==> src/verilog/eca_cfg.svh <==
// eca_cfg.svh: cost constants for the execution cycle accounting block
// assumes inclusion by bare name from the package and the design modules
// Function
// - scaled index base uses base mode cost, except register and stack top
// - register base mode costs five cycles
// - stack top base mode costs four
// - index scale cost 5, 7, 8, 10
// - word transfer zero or 4*bus_cycle_count-1
// - dword transfer zero or 4*bus_cycle_count-1
// - length transfer picks byte, word or dword
// - length multiplier 1, 2 or 4
// - float size factor 1 or 2
// - float xfer 4, integer xfer 2 or 4
// - split entry flushes queue then refetches
// - single refetch cycle adds six plus fetch
// - multiple refetch cycles add five plus fetch
// - immediate costs same internal as register
// - address flag one adds address cost
// - overlap is max of parallel, coproc+3
`ifndef ECA_CFG_SVH
`define ECA_CFG_SVH
`define ECA_CW 12
`define ECA_EA_IMM_ABS 12'h004
`define ECA_EA_REG 12'h002
`define ECA_EA_REG_REL 12'h005
`define ECA_EA_MEM_REL 12'h007
`define ECA_EA_EXT 12'h00b
`define ECA_EA_TOS_WR 12'h004
`define ECA_EA_TOS_RD 12'h002
`define ECA_EA_TOS_RMW 12'h003
`define ECA_TI1_REG 12'h005
`define ECA_TI1_TOS 12'h004
`define ECA_TI2_B 12'h005
`define ECA_TI2_W 12'h007
`define ECA_TI2_D 12'h008
`define ECA_TI2_Q 12'h00a
`define ECA_BYTE_XFER 12'h003
`define ECA_XFER_MUL 12'h004
`define ECA_XFER_SUB 12'h001
`define ECA_LEN_B 12'h001
`define ECA_LEN_W 12'h002
`define ECA_LEN_D 12'h004
`define ECA_FSZ_STD 12'h001
`define ECA_FSZ_LONG 12'h002
`define ECA_TF 12'h004
`define ECA_TI_BW 12'h002
`define ECA_TI_D 12'h004
`define ECA_FLUSH_ONE 12'h006
`define ECA_FLUSH_MANY 12'h005
`define ECA_FPU_ADD 12'h003
`endif

==> src/verilog/eca_pkg.sv <==
// eca_pkg.sv: types shared by the cycle accounting modules
// assumes eca_cfg.svh is on the include path
`include "eca_cfg.svh"
package eca_pkg;
  typedef logic [`ECA_CW-1:0] eca_cyc_t;
  // addressing modes of one operand
  typedef enum logic [3:0] {
    ECA_M_REG = 4'h0,
    ECA_M_IMM = 4'h1,
    ECA_M_ABS = 4'h2,
    ECA_M_REL = 4'h3,
    ECA_M_MSP = 4'h4,
    ECA_M_MREL = 4'h5,
    ECA_M_EXT = 4'h6,
    ECA_M_TOS = 4'h7
  } eca_mode_t;
  typedef enum logic [1:0] {ECA_AC_RD = 2'h0, ECA_AC_WR = 2'h1, ECA_AC_RMW = 2'h2} eca_acc_t;
  typedef enum logic [1:0] {ECA_L_B = 2'h0, ECA_L_W = 2'h1, ECA_L_D = 2'h2, ECA_L_Q = 2'h3} eca_len_t;
  // one operand description
  typedef struct packed {
    logic ea_flag;
    eca_mode_t mode;
    logic scaled;
    eca_len_t scale;
    eca_acc_t acc;
    logic [3:0] bus_cycle_count;
    logic [3:0] bus_cycle_count_ind;
    logic [3:0] bus_cycle_count_ext0;
    logic [3:0] bus_cycle_count_ext1;
  } eca_opnd_t;
  // one instruction request
  typedef struct packed {
    eca_opnd_t op1;
    eca_opnd_t op2;
    eca_len_t len;
    logic [3:0] n_len_xfer_cycles;
    logic [3:0] n_byte_xfer_cycles;
    logic [3:0] n_word_xfer_cycles;
    logic [3:0] n_dword_xfer_cycles;
    logic [3:0] n_l;
    eca_cyc_t tcy_n1;
    eca_cyc_t tcy_n2;
    logic split;
    logic fetch_one;
    eca_cyc_t t_fetch;
    logic is_float;
    logic fsz_long;
    logic [3:0] n_tf;
    logic [3:0] n_ti;
    eca_cyc_t parallel_core_cycles;
    eca_cyc_t coproc_exec_cycles;
  } eca_req_t;
endpackage

==> src/verilog/eca_ea_cost.sv <==
// eca_ea_cost.sv: effective address cost of one operand, registered
// assumes synchronous inputs and the released reset of the top
`timescale 1ns/1ps
`default_nettype none
`include "eca_cfg.svh"
module eca_ea_cost
  import eca_pkg::*;
(
  // clock and reset
  input wire logic clock_in,
  input wire logic rst_n_in,
  input wire logic ce_in,
  // operand in, cost out
  input wire eca_opnd_t opnd_in,
  output logic [`ECA_CW-1:0] cost_out
);
  // transfer cost of a memory dword by bus cycle count
  function automatic eca_cyc_t xfer(input logic [3:0] n);
    xfer = `ECA_XFER_MUL * {8'h00, n} - `ECA_XFER_SUB;
  endfunction
  // base mode cost
  function automatic eca_cyc_t base_cost(input eca_opnd_t o);
    unique case (o.mode)
      ECA_M_IMM, ECA_M_ABS: base_cost = `ECA_EA_IMM_ABS;
      ECA_M_REG: base_cost = `ECA_EA_REG;
      ECA_M_REL, ECA_M_MSP: base_cost = `ECA_EA_REG_REL;
      ECA_M_MREL: base_cost = `ECA_EA_MEM_REL + xfer(o.bus_cycle_count_ind);
      ECA_M_EXT: base_cost = `ECA_EA_EXT + xfer(o.bus_cycle_count_ext0) + xfer(o.bus_cycle_count_ext1);
      ECA_M_TOS:
        unique case (o.acc)
          ECA_AC_WR: base_cost = `ECA_EA_TOS_WR;
          ECA_AC_RMW: base_cost = `ECA_EA_TOS_RMW;
          default: base_cost = `ECA_EA_TOS_RD;
        endcase
      default: base_cost = `ECA_EA_REG;
    endcase
  endfunction
  eca_cyc_t ti1, ti2, cost_nxt;
  // scaled index splits into base part and scale part
  always_comb
  begin
    unique case (opnd_in.mode)
      ECA_M_REG: ti1 = `ECA_TI1_REG;
      ECA_M_TOS: ti1 = `ECA_TI1_TOS;
      default: ti1 = base_cost(opnd_in);
    endcase
    unique case (opnd_in.scale)
      ECA_L_B: ti2 = `ECA_TI2_B;
      ECA_L_W: ti2 = `ECA_TI2_W;
      ECA_L_D: ti2 = `ECA_TI2_D;
      default: ti2 = `ECA_TI2_Q;
    endcase
    if (!opnd_in.ea_flag)
      cost_nxt = '0;
    else if (opnd_in.scaled)
      cost_nxt = ti1 + ti2;
    else
      cost_nxt = base_cost(opnd_in);
  end
  // registered cost
  always_ff @(posedge clock_in or negedge rst_n_in)
  begin
    if (!rst_n_in)
      cost_out <= '0;
    else if (ce_in)
      cost_out <= cost_nxt;
  end
endmodule // eca_ea_cost
`default_nettype wire

==> src/verilog/eca_xfer.sv <==
// eca_xfer.sv: memory operand transfer costs for one operand
// assumes synchronous inputs and the released reset of the top
`timescale 1ns/1ps
`default_nettype none
`include "eca_cfg.svh"
module eca_xfer
  import eca_pkg::*;
(
  // clock and reset
  input wire logic clock_in,
  input wire logic rst_n_in,
  input wire logic ce_in,
  // operand and length
  input wire eca_opnd_t opnd_in,
  input wire eca_len_t len_in,
  // costs
  output logic [`ECA_CW-1:0] byte_out,
  output logic [`ECA_CW-1:0] word_out,
  output logic [`ECA_CW-1:0] dword_out,
  output logic [`ECA_CW-1:0] len_out
);
  eca_cyc_t b_nxt, w_nxt, i_nxt;
  logic in_reg;
  // register or immediate operands cost no transfer
  always_comb
  begin
    in_reg = (opnd_in.mode == ECA_M_REG) || (opnd_in.mode == ECA_M_IMM);
    b_nxt = in_reg ? '0 : `ECA_BYTE_XFER;
    w_nxt = in_reg ? '0 : `ECA_XFER_MUL * {8'h00, opnd_in.bus_cycle_count} - `ECA_XFER_SUB;
    unique case (len_in)
      ECA_L_B: i_nxt = b_nxt;
      ECA_L_W: i_nxt = w_nxt;
      default: i_nxt = w_nxt;
    endcase
  end
  // registered costs, word and dword share one formula
  always_ff @(posedge clock_in or negedge rst_n_in)
  begin
    if (!rst_n_in)
    begin
      byte_out <= '0;
      word_out <= '0;
      dword_out <= '0;
      len_out <= '0;
    end
    else if (ce_in)
    begin
      byte_out <= b_nxt;
      word_out <= w_nxt;
      dword_out <= w_nxt;
      len_out <= i_nxt;
    end
  end
endmodule // eca_xfer
`default_nettype wire

==> src/verilog/eca_top.sv <==
// eca_top.sv: instruction execution cycle accounting engine
// assumes one synchronous request per valid pulse; result two cycles later
`timescale 1ns/1ps
`default_nettype none
`include "eca_cfg.svh"
module eca_top
  import eca_pkg::*;
(
  // clock, reset, enable
  input wire logic clock_in,
  input wire logic rst_n_in,
  input wire logic ce_in,
  // request
  input wire logic valid_in,
  input wire eca_req_t req_in,
  // result
  output logic done_out,
  output logic [`ECA_CW-1:0] addr_calc_cycles_out,
  output logic [`ECA_CW-1:0] len_xfer_cycles_out,
  output logic [`ECA_CW-1:0] internal_cycles_out,
  output logic [`ECA_CW-1:0] total_exec_cycles_out
);
  ////////////////////////////////////////////////////////////////////////////
  // reset release
  logic rst_s1_r, rst_s2_r;
  always_ff @(posedge clock_in or negedge rst_n_in)
  begin
    if (!rst_n_in)
    begin
      rst_s1_r <= 1'b0;
      rst_s2_r <= 1'b0;
    end
    else
    begin
      rst_s1_r <= 1'b1;
      rst_s2_r <= rst_s1_r;
    end
  end
  wire logic rst_n;
  assign rst_n = rst_s2_r;
  ////////////////////////////////////////////////////////////////////////////
  // operand cost units, one cycle latency
  eca_cyc_t ea1, ea2, b1, b2, w1, w2, d1, d2, i1, i2;
  eca_ea_cost u_ea1 (.clock_in(clock_in), .rst_n_in(rst_n), .ce_in(ce_in),
    .opnd_in(req_in.op1), .cost_out(ea1));
  eca_ea_cost u_ea2 (.clock_in(clock_in), .rst_n_in(rst_n), .ce_in(ce_in),
    .opnd_in(req_in.op2), .cost_out(ea2));
  eca_xfer u_x1 (.clock_in(clock_in), .rst_n_in(rst_n), .ce_in(ce_in),
    .opnd_in(req_in.op1), .len_in(req_in.len), .byte_out(b1), .word_out(w1),
    .dword_out(d1), .len_out(i1));
  eca_xfer u_x2 (.clock_in(clock_in), .rst_n_in(rst_n), .ce_in(ce_in),
    .opnd_in(req_in.op2), .len_in(req_in.len), .byte_out(b2), .word_out(w2),
    .dword_out(d2), .len_out(i2));
  ////////////////////////////////////////////////////////////////////////////
  // small multiply used for per-count terms
  function automatic eca_cyc_t mul4(input logic [3:0] n, input eca_cyc_t v);
    mul4 = eca_cyc_t'({8'h00, n} * v);
  endfunction
  // stage one registers the per-instruction factors
  logic v1_r;
  eca_cyc_t lmul_r, fmul_r, ti_r, tcy_r, tpr_r, coproc_exec_cycles_r;
  eca_req_t q_r;
  eca_cyc_t lmul_nxt, fmul_nxt, ti_nxt, tcy_nxt;
  always_comb
  begin
    unique case (req_in.len)
      ECA_L_B: lmul_nxt = `ECA_LEN_B;
      ECA_L_W: lmul_nxt = `ECA_LEN_W;
      default: lmul_nxt = `ECA_LEN_D;
    endcase
    fmul_nxt = req_in.fsz_long ? `ECA_FSZ_LONG : `ECA_FSZ_STD;
    ti_nxt = (req_in.len == ECA_L_D) ? `ECA_TI_D : `ECA_TI_BW;
    // immediate operands get the register row of the table upstream
    if (req_in.split)
      tcy_nxt = req_in.tcy_n1 + req_in.t_fetch
        + (req_in.fetch_one ? `ECA_FLUSH_ONE : `ECA_FLUSH_MANY);
    else
      tcy_nxt = req_in.tcy_n1;
  end
  // stage one flops
  always_ff @(posedge clock_in or negedge rst_n)
  begin
    if (!rst_n)
    begin
      v1_r <= 1'b0;
      lmul_r <= '0;
      fmul_r <= '0;
      ti_r <= '0;
      tcy_r <= '0;
      tpr_r <= '0;
      coproc_exec_cycles_r <= '0;
      q_r <= '0;
    end
    else if (ce_in)
    begin
      v1_r <= valid_in;
      lmul_r <= lmul_nxt;
      fmul_r <= fmul_nxt;
      ti_r <= ti_nxt;
      tcy_r <= tcy_nxt;
      tpr_r <= req_in.parallel_core_cycles;
      coproc_exec_cycles_r <= req_in.coproc_exec_cycles;
      q_r <= req_in;
    end
  end
  ////////////////////////////////////////////////////////////////////////////
  // stage two sums the terms
  eca_cyc_t ea_sum, xfer_sum, ovl, tot_nxt, int_nxt;
  always_comb
  begin
    ea_sum = ea1 + ea2;
    xfer_sum = mul4(q_r.n_len_xfer_cycles, i1 + i2) + mul4(q_r.n_byte_xfer_cycles, b1 + b2)
      + mul4(q_r.n_word_xfer_cycles, w1 + w2) + mul4(q_r.n_dword_xfer_cycles, d1 + d2);
    int_nxt = tcy_r + mul4(q_r.n_l, lmul_r);
    if (q_r.is_float)
    begin
      ovl = (tpr_r > coproc_exec_cycles_r + `ECA_FPU_ADD) ? tpr_r : coproc_exec_cycles_r + `ECA_FPU_ADD;
      xfer_sum = xfer_sum + mul4(q_r.n_tf, fmul_r * `ECA_TF) + mul4(q_r.n_ti, ti_r);
    end
    else
      ovl = '0;
    tot_nxt = ea_sum + xfer_sum + int_nxt + ovl;
  end
  // result flops
  always_ff @(posedge clock_in or negedge rst_n)
  begin
    if (!rst_n)
    begin
      done_out <= 1'b0;
      addr_calc_cycles_out <= '0;
      len_xfer_cycles_out <= '0;
      internal_cycles_out <= '0;
      total_exec_cycles_out <= '0;
    end
    else if (ce_in)
    begin
      done_out <= v1_r;
      addr_calc_cycles_out <= ea_sum;
      len_xfer_cycles_out <= xfer_sum;
      internal_cycles_out <= int_nxt;
      total_exec_cycles_out <= tot_nxt;
    end
  end
endmodule // eca_top
`default_nettype wire

==> config.mk <==
export PLATFORM = sky130hd
export DESIGN_NAME = eca_top
export DESIGN_NICKNAME = d
export VERILOG_FILES = /design/src/verilog/eca_pkg.sv /design/src/verilog/eca_ea_cost.sv /design/src/verilog/eca_xfer.sv /design/src/verilog/eca_top.sv
export VERILOG_INCLUDE_DIRS = /design/src /design/src/verilog
export SDC_FILE = /design/constraint.sdc
export NUM_CORES = 1
export LEC_CHECK = 0
export BUFFER_PORTS_ARGS = -buffer_cell sky130_fd_sc_hd__buf_2
export CORE_MARGIN = 5
export CORE_UTILIZATION = 64
export CTS_CLUSTER_DIAMETER = 80
export DETAILED_ROUTE_END_ITERATION = 12
export PLACE_DENSITY_LB_ADDON = 0.25
export SLEW_MARGIN = 0
export SYNTH_ARGS = -nofsm -noshare
export SYNTH_HDL_FRONTEND = slang
export SYNTH_SLANG_ARGS = --single-unit
==> constraint.sdc <==
create_clock -name clock_in -period 13.5 [get_ports clock_in]
set_input_delay 0.675 -clock clock_in [delete_from_list [all_inputs] [get_ports clock_in]]
set_output_delay 0.675 -clock clock_in [all_outputs]
set_load 0.005 [all_outputs]
Yosys cells after proc, flatten, opt, wreduce, memory -nomap -nowiden
Cells that the tools add are included.
{"block": "totals", "ff_bits": 239, "elab_cells": 133}
{"block": "classes", "addsub": 32, "n_mul": 7, "order_cmp": 1, "eq_ne": 24, "n_mux": 28, "reduce_logical": 11}
{"operator": "adder 12 bit", "n": 16}
{"operator": "two-way mux 12 bit", "n": 12}
{"operator": "case mux 12 bit (5 select lines)", "n": 2}
{"operator": "case mux 12 bit (4 select lines)", "n": 2}
{"operator": "multiplier 4 x 12 -> 12 bit", "n": 6}
{"operator": "subtractor 6 x 1 -> 7 bit (second input constant)", "n": 8}
{"operator": "case mux 12 bit (2 select lines)", "n": 2}
{"operator": "== test 4 x 3 -> 1 bit (second input constant)", "n": 8}
{"operator": "adder 12 x 4 -> 12 bit", "n": 2}
{"operator": "adder 3 x 12 -> 12 bit (first input constant)", "n": 2}
{"operator": "adder 4 x 12 -> 12 bit (first input constant)", "n": 2}
{"operator": "case mux 4 bit (3 select lines)", "n": 2}
{"operator": "case mux 3 bit (2 select lines)", "n": 3}
{"operator": "== test 4 x 2 -> 1 bit (second input constant)", "n": 4}
{"operator": "adder 12 x 2 -> 12 bit (second input constant)", "n": 1}
{"operator": "adder 12 x 3 -> 12 bit", "n": 1}
{"operator": "> comparator 12 bit", "n": 1}
{"operator": "== test 2 x 1 -> 1 bit (second input constant)", "n": 5}
{"operator": "== test 2 bit (second input constant)", "n": 5}
{"operator": "== test 4 x 1 -> 1 bit (second input constant)", "n": 2}
{"operator": "zero test 4 bit", "n": 2}
{"operator": "two-way mux 2 bit", "n": 4}
{"operator": "OR reduction 2 bit", "n": 4}
{"operator": "zero test 2 bit", "n": 3}
{"operator": "3 further kinds", "n": 4}

Logic depth before layout (Yosys ltp)
Gate-level depths: netlist of run 1.
{"block": "logic_depth", "depth_word": 11, "mapped_depth": 41, "mapped_depth_nobuf": 41}

Hierarchy
From an unflattened synthesis of run 1, not the netlist that was laid out.
{"block": "hier_totals", "hier_cells": 2147, "hier_area_um2": 20056.7}
{"module": "eca_top", "n_inst": 1, "cells_per_inst": 1599, "area_per_inst_um2": 15234.6}
{"module": "eca_ea_cost", "n_inst": 2, "cells_per_inst": 193, "area_per_inst_um2": 1650.3}
{"module": "eca_xfer", "n_inst": 2, "cells_per_inst": 81, "area_per_inst_um2": 760.7}

Least setup slack after synthesis of run 1
No wires, ideal clock.
{"block": "synth_timing", "kind": "reg2reg", "startpoint": "register u_x1.word_out[2]", "endpoint": "register total_exec_cycles_out[11]", "arrival_ns": 10.077, "required_time_ns": 13.423, "setup_slack_ns": 3.346, "path_stages_with_launch": 41, "period_less_slack_ns": 10.154, "path_cell_list": "dfrtp_1 ha_1 a21oi_1 nor2b_1 nor2_1 xnor2_1 nand2_1 fa_1 fa_1 inv_1 fa_1 fa_1 fa_1 inv_1 fa_1 inv_1 ha_1 xor2_1 [5 not listed] ha_1 a21o_1 a21o_1 a21o_1 a21oi_1 nor2b_1 o21a_1 o21ai_0 xnor2_1 fa_1 fa_1 inv_1 ha_1 a21o_1 a31oi_1 xnor2_1 xnor3_1 a21oi_1"}
{"block": "synth_between", "elab_chain_cells": 10}
{"item": "start, declared", "line_no": "eca_xfer.sv:18", "text": "output logic [`ECA_CW-1:0] word_out,"}
{"item": "start signal, assigned", "line_no": "eca_xfer.sv:49", "text": "word_out <= w_nxt;"}
{"item": "adder 12 bit (*)"}
{"item": "multiplier 4 x 12 -> 12 bit", "line_no": "eca_top.sv:57", "text": "mul4 = eca_cyc_t'({8'h00, n} * v);"}
{"item": "adder 12 bit", "line_no": "eca_top.sv:113", "text": "+ mul4(q_r.n_word_xfer_cycles, w1 + w2) + mul4(q_r.n_dword_xfer_cycles, d1 + d2);"}
{"item": "adder 12 bit (*)", "line_no": "eca_top.sv:113"}
{"item": "adder 12 bit (2 in series)", "line_no": "eca_top.sv:118", "text": "xfer_sum = xfer_sum + mul4(q_r.n_tf, fmul_r * `ECA_TF) + mul4(q_r.n_ti, ti_r);"}
{"item": "two-way mux 12 bit (*)", "line_no": "eca_top.sv:115", "text": "if (q_r.is_float)"}
{"item": "adder 12 bit (*) (3 in series)", "line_no": "eca_top.sv:122", "text": "tot_nxt = ea_sum + xfer_sum + int_nxt + ovl;"}
{"item": "end signal, assigned", "line_no": "eca_top.sv:141", "text": "total_exec_cycles_out <= tot_nxt;"}
{"item": "end, declared", "line_no": "eca_top.sv:21", "text": "output logic [`ECA_CW-1:0] total_exec_cycles_out"}
Every way passes the cells marked *; elsewhere a longest branch is shown, timed or not.
A chain may end at the register's enable or synchronous reset.

Worst setup path after layout of run 1
{"block": "layout_timing", "startpoint": "register u_x2.dword_out[2]", "endpoint": "register total_exec_cycles_out[11]"}
{"block": "layout_between", "elab_chain_cells": 10}
{"item": "start, declared", "line_no": "eca_xfer.sv:19", "text": "output logic [`ECA_CW-1:0] dword_out,"}
{"item": "start signal, assigned", "line_no": "eca_xfer.sv:50", "text": "dword_out <= w_nxt;"}
{"item": "adder 12 bit (*)", "line_no": "eca_top.sv:113"}
{"item": "multiplier 4 x 12 -> 12 bit"}
{"item": "adder 12 bit"}
{"item": "adder 12 bit (*)", "line_no": "eca_top.sv:113"}
{"item": "adder 12 bit (2 in series)", "line_no": "eca_top.sv:118"}
{"item": "two-way mux 12 bit (*)", "line_no": "eca_top.sv:115"}
{"item": "adder 12 bit (*) (3 in series)", "line_no": "eca_top.sv:122"}
Marks and branches as above.

==> flow_summary.json, run 1 <==
{
  "status": "completed",
  "drv_slew": 0,
  "nFillCells": 2050,
  "cts_buffers": 17,
  "place_area_sq_um": 18300,
  "netlist_area_sq_um": 17100,
  "drt_wl_total_um": 39000,
  "yosysWarnings": 0,
  "crit_top_cell": "fa_1",
  "register_area_sq_um": 4310,
  "htreeDepth": 4,
  "fmax_ghz": 0.0880,
  "ios": 199,
  "setup_tns_ns": 0,
  "multi_input_area_sq_um": 11600,
  "syn2layout_area_growth_pct": 10.2,
  "ctsResizeCount": 0,
  "drive_gt1_share_pct": 17.1,
  "r2r-start": "u_x2.dword_out[2]",
  "numPortBuffers": 186,
  "synth_nets": 2254,
  "yosys-top-cells-count": "inv_1 (257), ha_1 (192), dfrtp_1 (172)",
  "skew_ns": 0.0153,
  "r2r_setup_slack_ns": 2.14,
  "rows": 60,
  "post_cts_buffers": 0,
  "worstMarginPinSlew_ns": 1.17,
  "period_needed_ns": 11.36,
  "stdcell_area_sq_um": 18900,
  "slowest_delay_ns": 0.60,
  "yosysMostFrequentCell": "inv_1",
  "slowest_stage": "xnor2_1",
  "synth_area_leaders": "dfrtp_1 (25%), fa_1 (16%), ha_1 (14%), inv_1 (5.6%), mux2_2 (5.3%)",
  "synth_edf_count": 0,
  "rsz0062_at_grt": "false",
  "yosys_most_used_dff": "dfrtp_1",
  "core_sq_um": 26700,
  "grt_use_total_pct": 26.4,
  "crit_arrival_ns": 11.73,
  "die_area_sq_um": 30200,
  "finalCritPeriodShare_pct": 84.2,
  "setup_viol": 0,
  "cts_root_buf": "clkbuf_16",
  "min_path_type": "flip-flop to asynchronous set/reset pin",
  "wl_per_cell_um": 17.1,
  "dpl.hpwl_um": 31600,
  "cap_violations": 0,
  "cts_tree": "done",
  "reg2reg_to": "total_exec_cycles_out[11]",
  "start_util_pct": 64.3,
  "startpoint_type": "flip-flop",
  "netlist_instances": 1772,
  "ys_ff_latch": 172,
  "yosysTopAreaCell": "dfrtp_1",
  "grt_remaining_overflow": 0,
  "grt_pass1_wl_um": 65400,
  "final_nets": 2406,
  "die_width_um": 174,
  "gp_congestion": 0.886,
  "cts_buffer_depth": 2,
  "drtPass1Iterations": 5,
  "vias": 13100,
  "synth.distinct_cells": 80,
  "synth_top_area_share_pct": 25.1,
  "grt_max_degree": 88,
  "crit_required_ns": 13.86,
  "final_antenna_net_count": 0,
  "drt_iter0_markers": 685,
  "async_flop_share_pct": 100,
  "syn_avg_cell_area_sq_um": 9.68,
  "antenna_found_initial": 3,
  "cts_sinks": 172,
  "path_class": "flip-flop to flip-flop",
  "grt_pass1_vias": 13500,
  "r2r_cells": 40,
  "cp-end-kind": "flip-flop",
  "die_h_um": 174,
  "clk_pin_slew_worst_paths_ns": 0.08,
  "clock_latency_ns": 0.44,
  "drc": 0,
  "final_hold_viol_count": 0,
  "cp_max_fo": 8,
  "seq_area_frac_synth_pct": 25.1,
  "relSlewSlack_pct": 21.2,
  "via_per_inst": 5.74
}
cell type report:
| cell class | count | share of cell area, % |
|---|---|---|
| well taps | 341 | 2.26 |
| diodes | 3 | 0.0397 |
| multi-input cells | 1281 | 61.5 |
| flip-flops and latches | 172 | 22.8 |
| inverters | 259 | 5.16 |
| clock buffers | 18 | 2.27 |
| clock inverters | 14 | 0.682 |
| repair buffers | 193 | 5.25 |
timing repair:
item | in CTS | in global routing
setup endpoints to repair | 0 | 0
hold endpoints to repair | 2 | 0
hold buffers | 1 | 0
stage by stage:
| stage | instances | util, % | setup WS, ns | hold WS [ns] |
|---|---|---|---|---|
| 3_3_place_gp | 2245 | 68.7 | 2.37 | 0.323 |
| 2_1_floorplan | 1772 | - | 3.35 | 0.331 |
| 4_1_cts | 2278 | 70.9 | 2.14 | 0.341 |
| 3_5_place_dp | 2245 | 68.7 | 2.22 | 0.328 |
| 6_report | 2281 | 70.9 | 2.14 | 0.317 |
| 5_1_grt | 2281 | 70.9 | 1.54 | 0.380 |
worst max-delay path by stage:
stage                           start                   endpoint  slack, ns  depth (start not counted)
detailed placement  u_x2.dword_out[2]  total_exec_cycles_out[11]       2.22                         40
global route         u_x1.word_out[2]  total_exec_cycles_out[11]       1.54                         40
global placement     u_x1.word_out[2]  total_exec_cycles_out[11]       2.37                         40
finish              u_x2.dword_out[2]  total_exec_cycles_out[11]       2.14                         40
floorplan            u_x1.word_out[2]  total_exec_cycles_out[11]       3.35                         40
CTS                 u_x2.dword_out[2]  total_exec_cycles_out[11]       2.14                         40
metal layers:
| metal | part of all wire, % | GRT usage (%) | wire, um |
|---|---|---|---|
| met5 | 0 | 0 | 0 |
| met3 | 5.9 | 4.73 | 2300 |
| met1 | 41 | 33.1 | 15800 |
| met2 | 49 | 45.4 | 19300 |
| met4 | 4.1 | 10.8 | 1610 |
flip-flops by register name, summed over array words and instances, names as in the netlist:
signal,count
u_ea1.cost_out,12
ti_r,2
u_x1.word_out,6
addr_calc_cycles_out,12
tpr_r,12
u_x2.dword_out,6
tcy_r,12
coproc_exec_cycles_r,12
lmul_r,3
rst_n,1
fmul_r,2
q_r,29
rst_s1_r,1
v1_r,1
internal_cycles_out,12
u_x2.len_out,6
u_ea2.cost_out,12
len_xfer_cycles_out,12
done_out,1
total_exec_cycles_out,12
u_x1.len_out,6
critical path: cells and delay by family (launching register included):
family / cells / cell delay [ns]
adder cells (fa/ha/maj): 15 / 6.77
AND/OR/NAND/NOR: 4 / 0.44
flip-flops: 1 / 0.39
AO/OA/AOI/OAI: 10 / 1.79
XOR/XNOR: 5 / 1.56
buffers and inverters: 6 / 0.33
cells by family (layout without fill, tap and decap cells):
family	after synthesis	in the layout	share of synthesized area, %
other	1	4	0.0219
flip-flops	172	172	25.1
multiplexers	93	93	6.02
buffers and inverters	319	484	7.08
AO/OA/AOI/OAI	301	301	12.0
adder cells (fa/ha/maj)	332	332	30.4
XOR/XNOR	132	132	7.01
AND/OR/NAND/NOR	422	422	12.4
placed cells by master, fill, tap and decap left out, types with 4 or more instances in the layout:
cell / count
xnor2_1: 79
mux2_2: 81
nand3_1: 16
dfrtp_1: 171
nand2b_1: 18
ha_1: 192
mux2i_1: 12
nor2b_1: 34
or3_1: 4
o2bb2ai_1: 36
and2_1: 73
nor3_1: 30
inv_1: 256
o21a_1: 13
o2111ai_1: 5
o211ai_1: 10
nand2_1: 132
o21bai_1: 12
clkbuf_16: 17
a211oi_1: 6
nand4_1: 8
o21ai_0: 53
nor2_1: 76
buf_2: 185
a21boi_0: 5
o21ai_1: 11
fa_1: 140
nor3b_1: 7
inv_8: 5
o31ai_1: 4
buf_4: 6
xor2_1: 50
nand3b_1: 5
a21o_1: 24
a21oi_1: 82
Power of run 1 is left out: the tool's default activity adds up to more than one toggle a clock period on the data nets, which glitch-free logic cannot reach.
==> run 2, diff against run 1 <==
- CORE_UTILIZATION: 64 -> 55
- clock period: 13.5 -> 10.1 ns (I/O delays scaled with it)
==> run 2 against run 1 <==
The flow now finishes with violations (negative setup slack). Highest routed layer unchanged. Sequential cell count did not move. Clock-buffer cell count fell by 1. Utilization fell by 5.2 points. Hold slack got worse by 0.078 ns.
==> flow_summary.json, run 2 (synthesis results as in run 1) <==
{
  "period_needed_ns": 10.25,
  "cts_tree": "done",
  "skew_ns": 0.0103,
  "vias": 13300,
  "grt_remaining_overflow": 0,
  "antenna_found_initial": 0,
  "via_per_inst": 5.48,
  "dp.cells": 2378,
  "cts_buffers": 17,
  "violations": "negative setup slack",
  "syn2layout_area_growth_pct": 17.5,
  "holdWs_ns": 0.239,
  "r2r_setup_slack_ns": -0.15,
  "drtPass1Iterations": 5,
  "rows": 64,
  "rsz0062_at_grt": "true",
  "htreeDepth": 4,
  "finalCritPeriodShare_pct": 102,
  "relSlewSlack_pct": 41.2,
  "final_nets": 2500,
  "clock_latency_ns": 0.45,
  "startpoint": "u_x2.dword_out[2]",
  "crit_arrival_ns": 10.62,
  "numPortBuffers": 186,
  "largest-register": "q_r",
  "grt_use_total_pct": 25.0,
  "final-instance-count-excl-fill": 2427,
  "grt_max_degree": 83,
  "gp_congestion": 0.927,
  "final_hold_viol_count": 0,
  "crit_top_cell": "fa_1",
  "fin_ws_ns": -0.153,
  "diodes": 0,
  "grt_pass1_wl_um": 71500,
  "largest_register_ffs": 29,
  "r2r-start": "u_x2.dword_out[2]",
  "cts_buffer_depth": 2,
  "die_width_um": 187,
  "ios": 199,
  "r2r_cells": 39,
  "final_antenna_net_count": 0,
  "final_common_cell": "inv_1",
  "wl_per_cell_um": 17.9,
  "mostFrequentLayoutCells": "inv_1 (248), buf_2 (185), ha_1 (176)",
  "setup_viol": 2,
  "drv_slew": 0,
  "worstMarginPinSlew_ns": 0.882,
  "core_sq_um": 30700,
  "worstHoldPathCells": 2,
  "cp_max_fo": 4,
  "stdcell_area_sq_um": 20100,
  "dpl.hpwl_um": 34300,
  "cp-end-kind": "flip-flop",
  "path_class": "flip-flop to flip-flop",
  "die_h_um": 187,
  "place_area_sq_um": 19000,
  "worstHoldStart": "req_in[32]",
  "drt_iter0_markers": 776,
  "cts_sinks": 172,
  "cap_violations": 0,
  "crit_required_ns": 10.47,
  "min_path_type": "input pin to flip-flop",
  "slowest_delay_ns": 0.58,
  "die_area_sq_um": 34800,
  "startpoint_type": "flip-flop",
  "drive_gt1_share_pct": 24.2,
  "fmax_ghz": 0.0975,
  "drc": 0,
  "slowest_stage": "fa_1",
  "grt_pass1_vias": 14300,
  "status": "complete, but fails checks",
  "cts_root_buf": "clkbuf_16",
  "drt_wl_total_um": 43400,
  "clk_pin_slew_worst_paths_ns": 0.08,
  "start_util_pct": 55.9
}
## run 2: cell types whose count changed in the layout (fill, tap and decap cells not counted), moves of 8 or more
| cell | previous run | this run |
|---|---|---|
| buf_4 | 6 | 94 |
| inv_2 | 2 | 10 |
| ha_4 | 0 | 13 |
| a21oi_1 | 82 | 71 |
| inv_1 | 256 | 248 |
| ha_1 | 192 | 176 |
| a21oi_2 | 2 | 12 |
## run 2: worst paths after layout
kind | end
worst max-delay path | total_exec_cycles_out[11]
worst min-delay path | fmul_r[0]
worst max register to register | total_exec_cycles_out[11]
worst min register to register | rst_n
max in group asynchronous | coproc_exec_cycles_r[6]
min in group asynchronous | rst_n
## run 2: layout make-up
type / instances / area (sq um)
clock buffers: 17 / 425
flip-flops and latches: 172 / 4310
clock inverters: 15 / 199
well taps: 396 / 495
fillers: 2448 / 10500
repair buffers: 287 / 1720
inverters: 259 / 975
multi-input cells: 1281 / 12000
## run 2: layer usage
metal  global-route usage, %  part of all wire, %  vias up
li1                        -                    -     6360
met1                    31.5                   41     6485
met2                    43.6                   51      377
met3                    4.05                  4.9       83
met4                    8.91                  3.6        0
met5                       0                    0        -
## run 2: metrics by stage
| step | utilization, % | worst slack [ns] | setup TNS [ns] |
|---|---|---|---|
| final | 65.7 | -0.153 | -0.196 |
| after global routing | 65.7 | -0.435 | -1.08 |
| after CTS | 65.1 | 0.00279 | 0 |
| after detailed placement | 61.9 | -0.513 | -1.32 |
| after global placement | 61.9 | -0.346 | -0.726 |
| after floorplan | - | 0.0250 | 0 |
## run 2: critical path, delay by kind of cell (launching register included)
kind            cells  cell delay, ns
simple gates        2            0.23
fa+ha+maj          15            6.27
buf+inv             7            0.58
xor+xnor            5            0.84
compound gates     10            1.87
flops               1            0.42
## run 2: timing repair
action / in CTS / in global routing
resized for setup: 39 / 37
pin swaps: 46 / 31
setup endpoints to repair: 4 / 5
hold buffers: 1 / 0
buffers inserted: 16 / 5
endpoints found under the hold margin: 2 / 0
Power of run 2 is left out for the same reason.
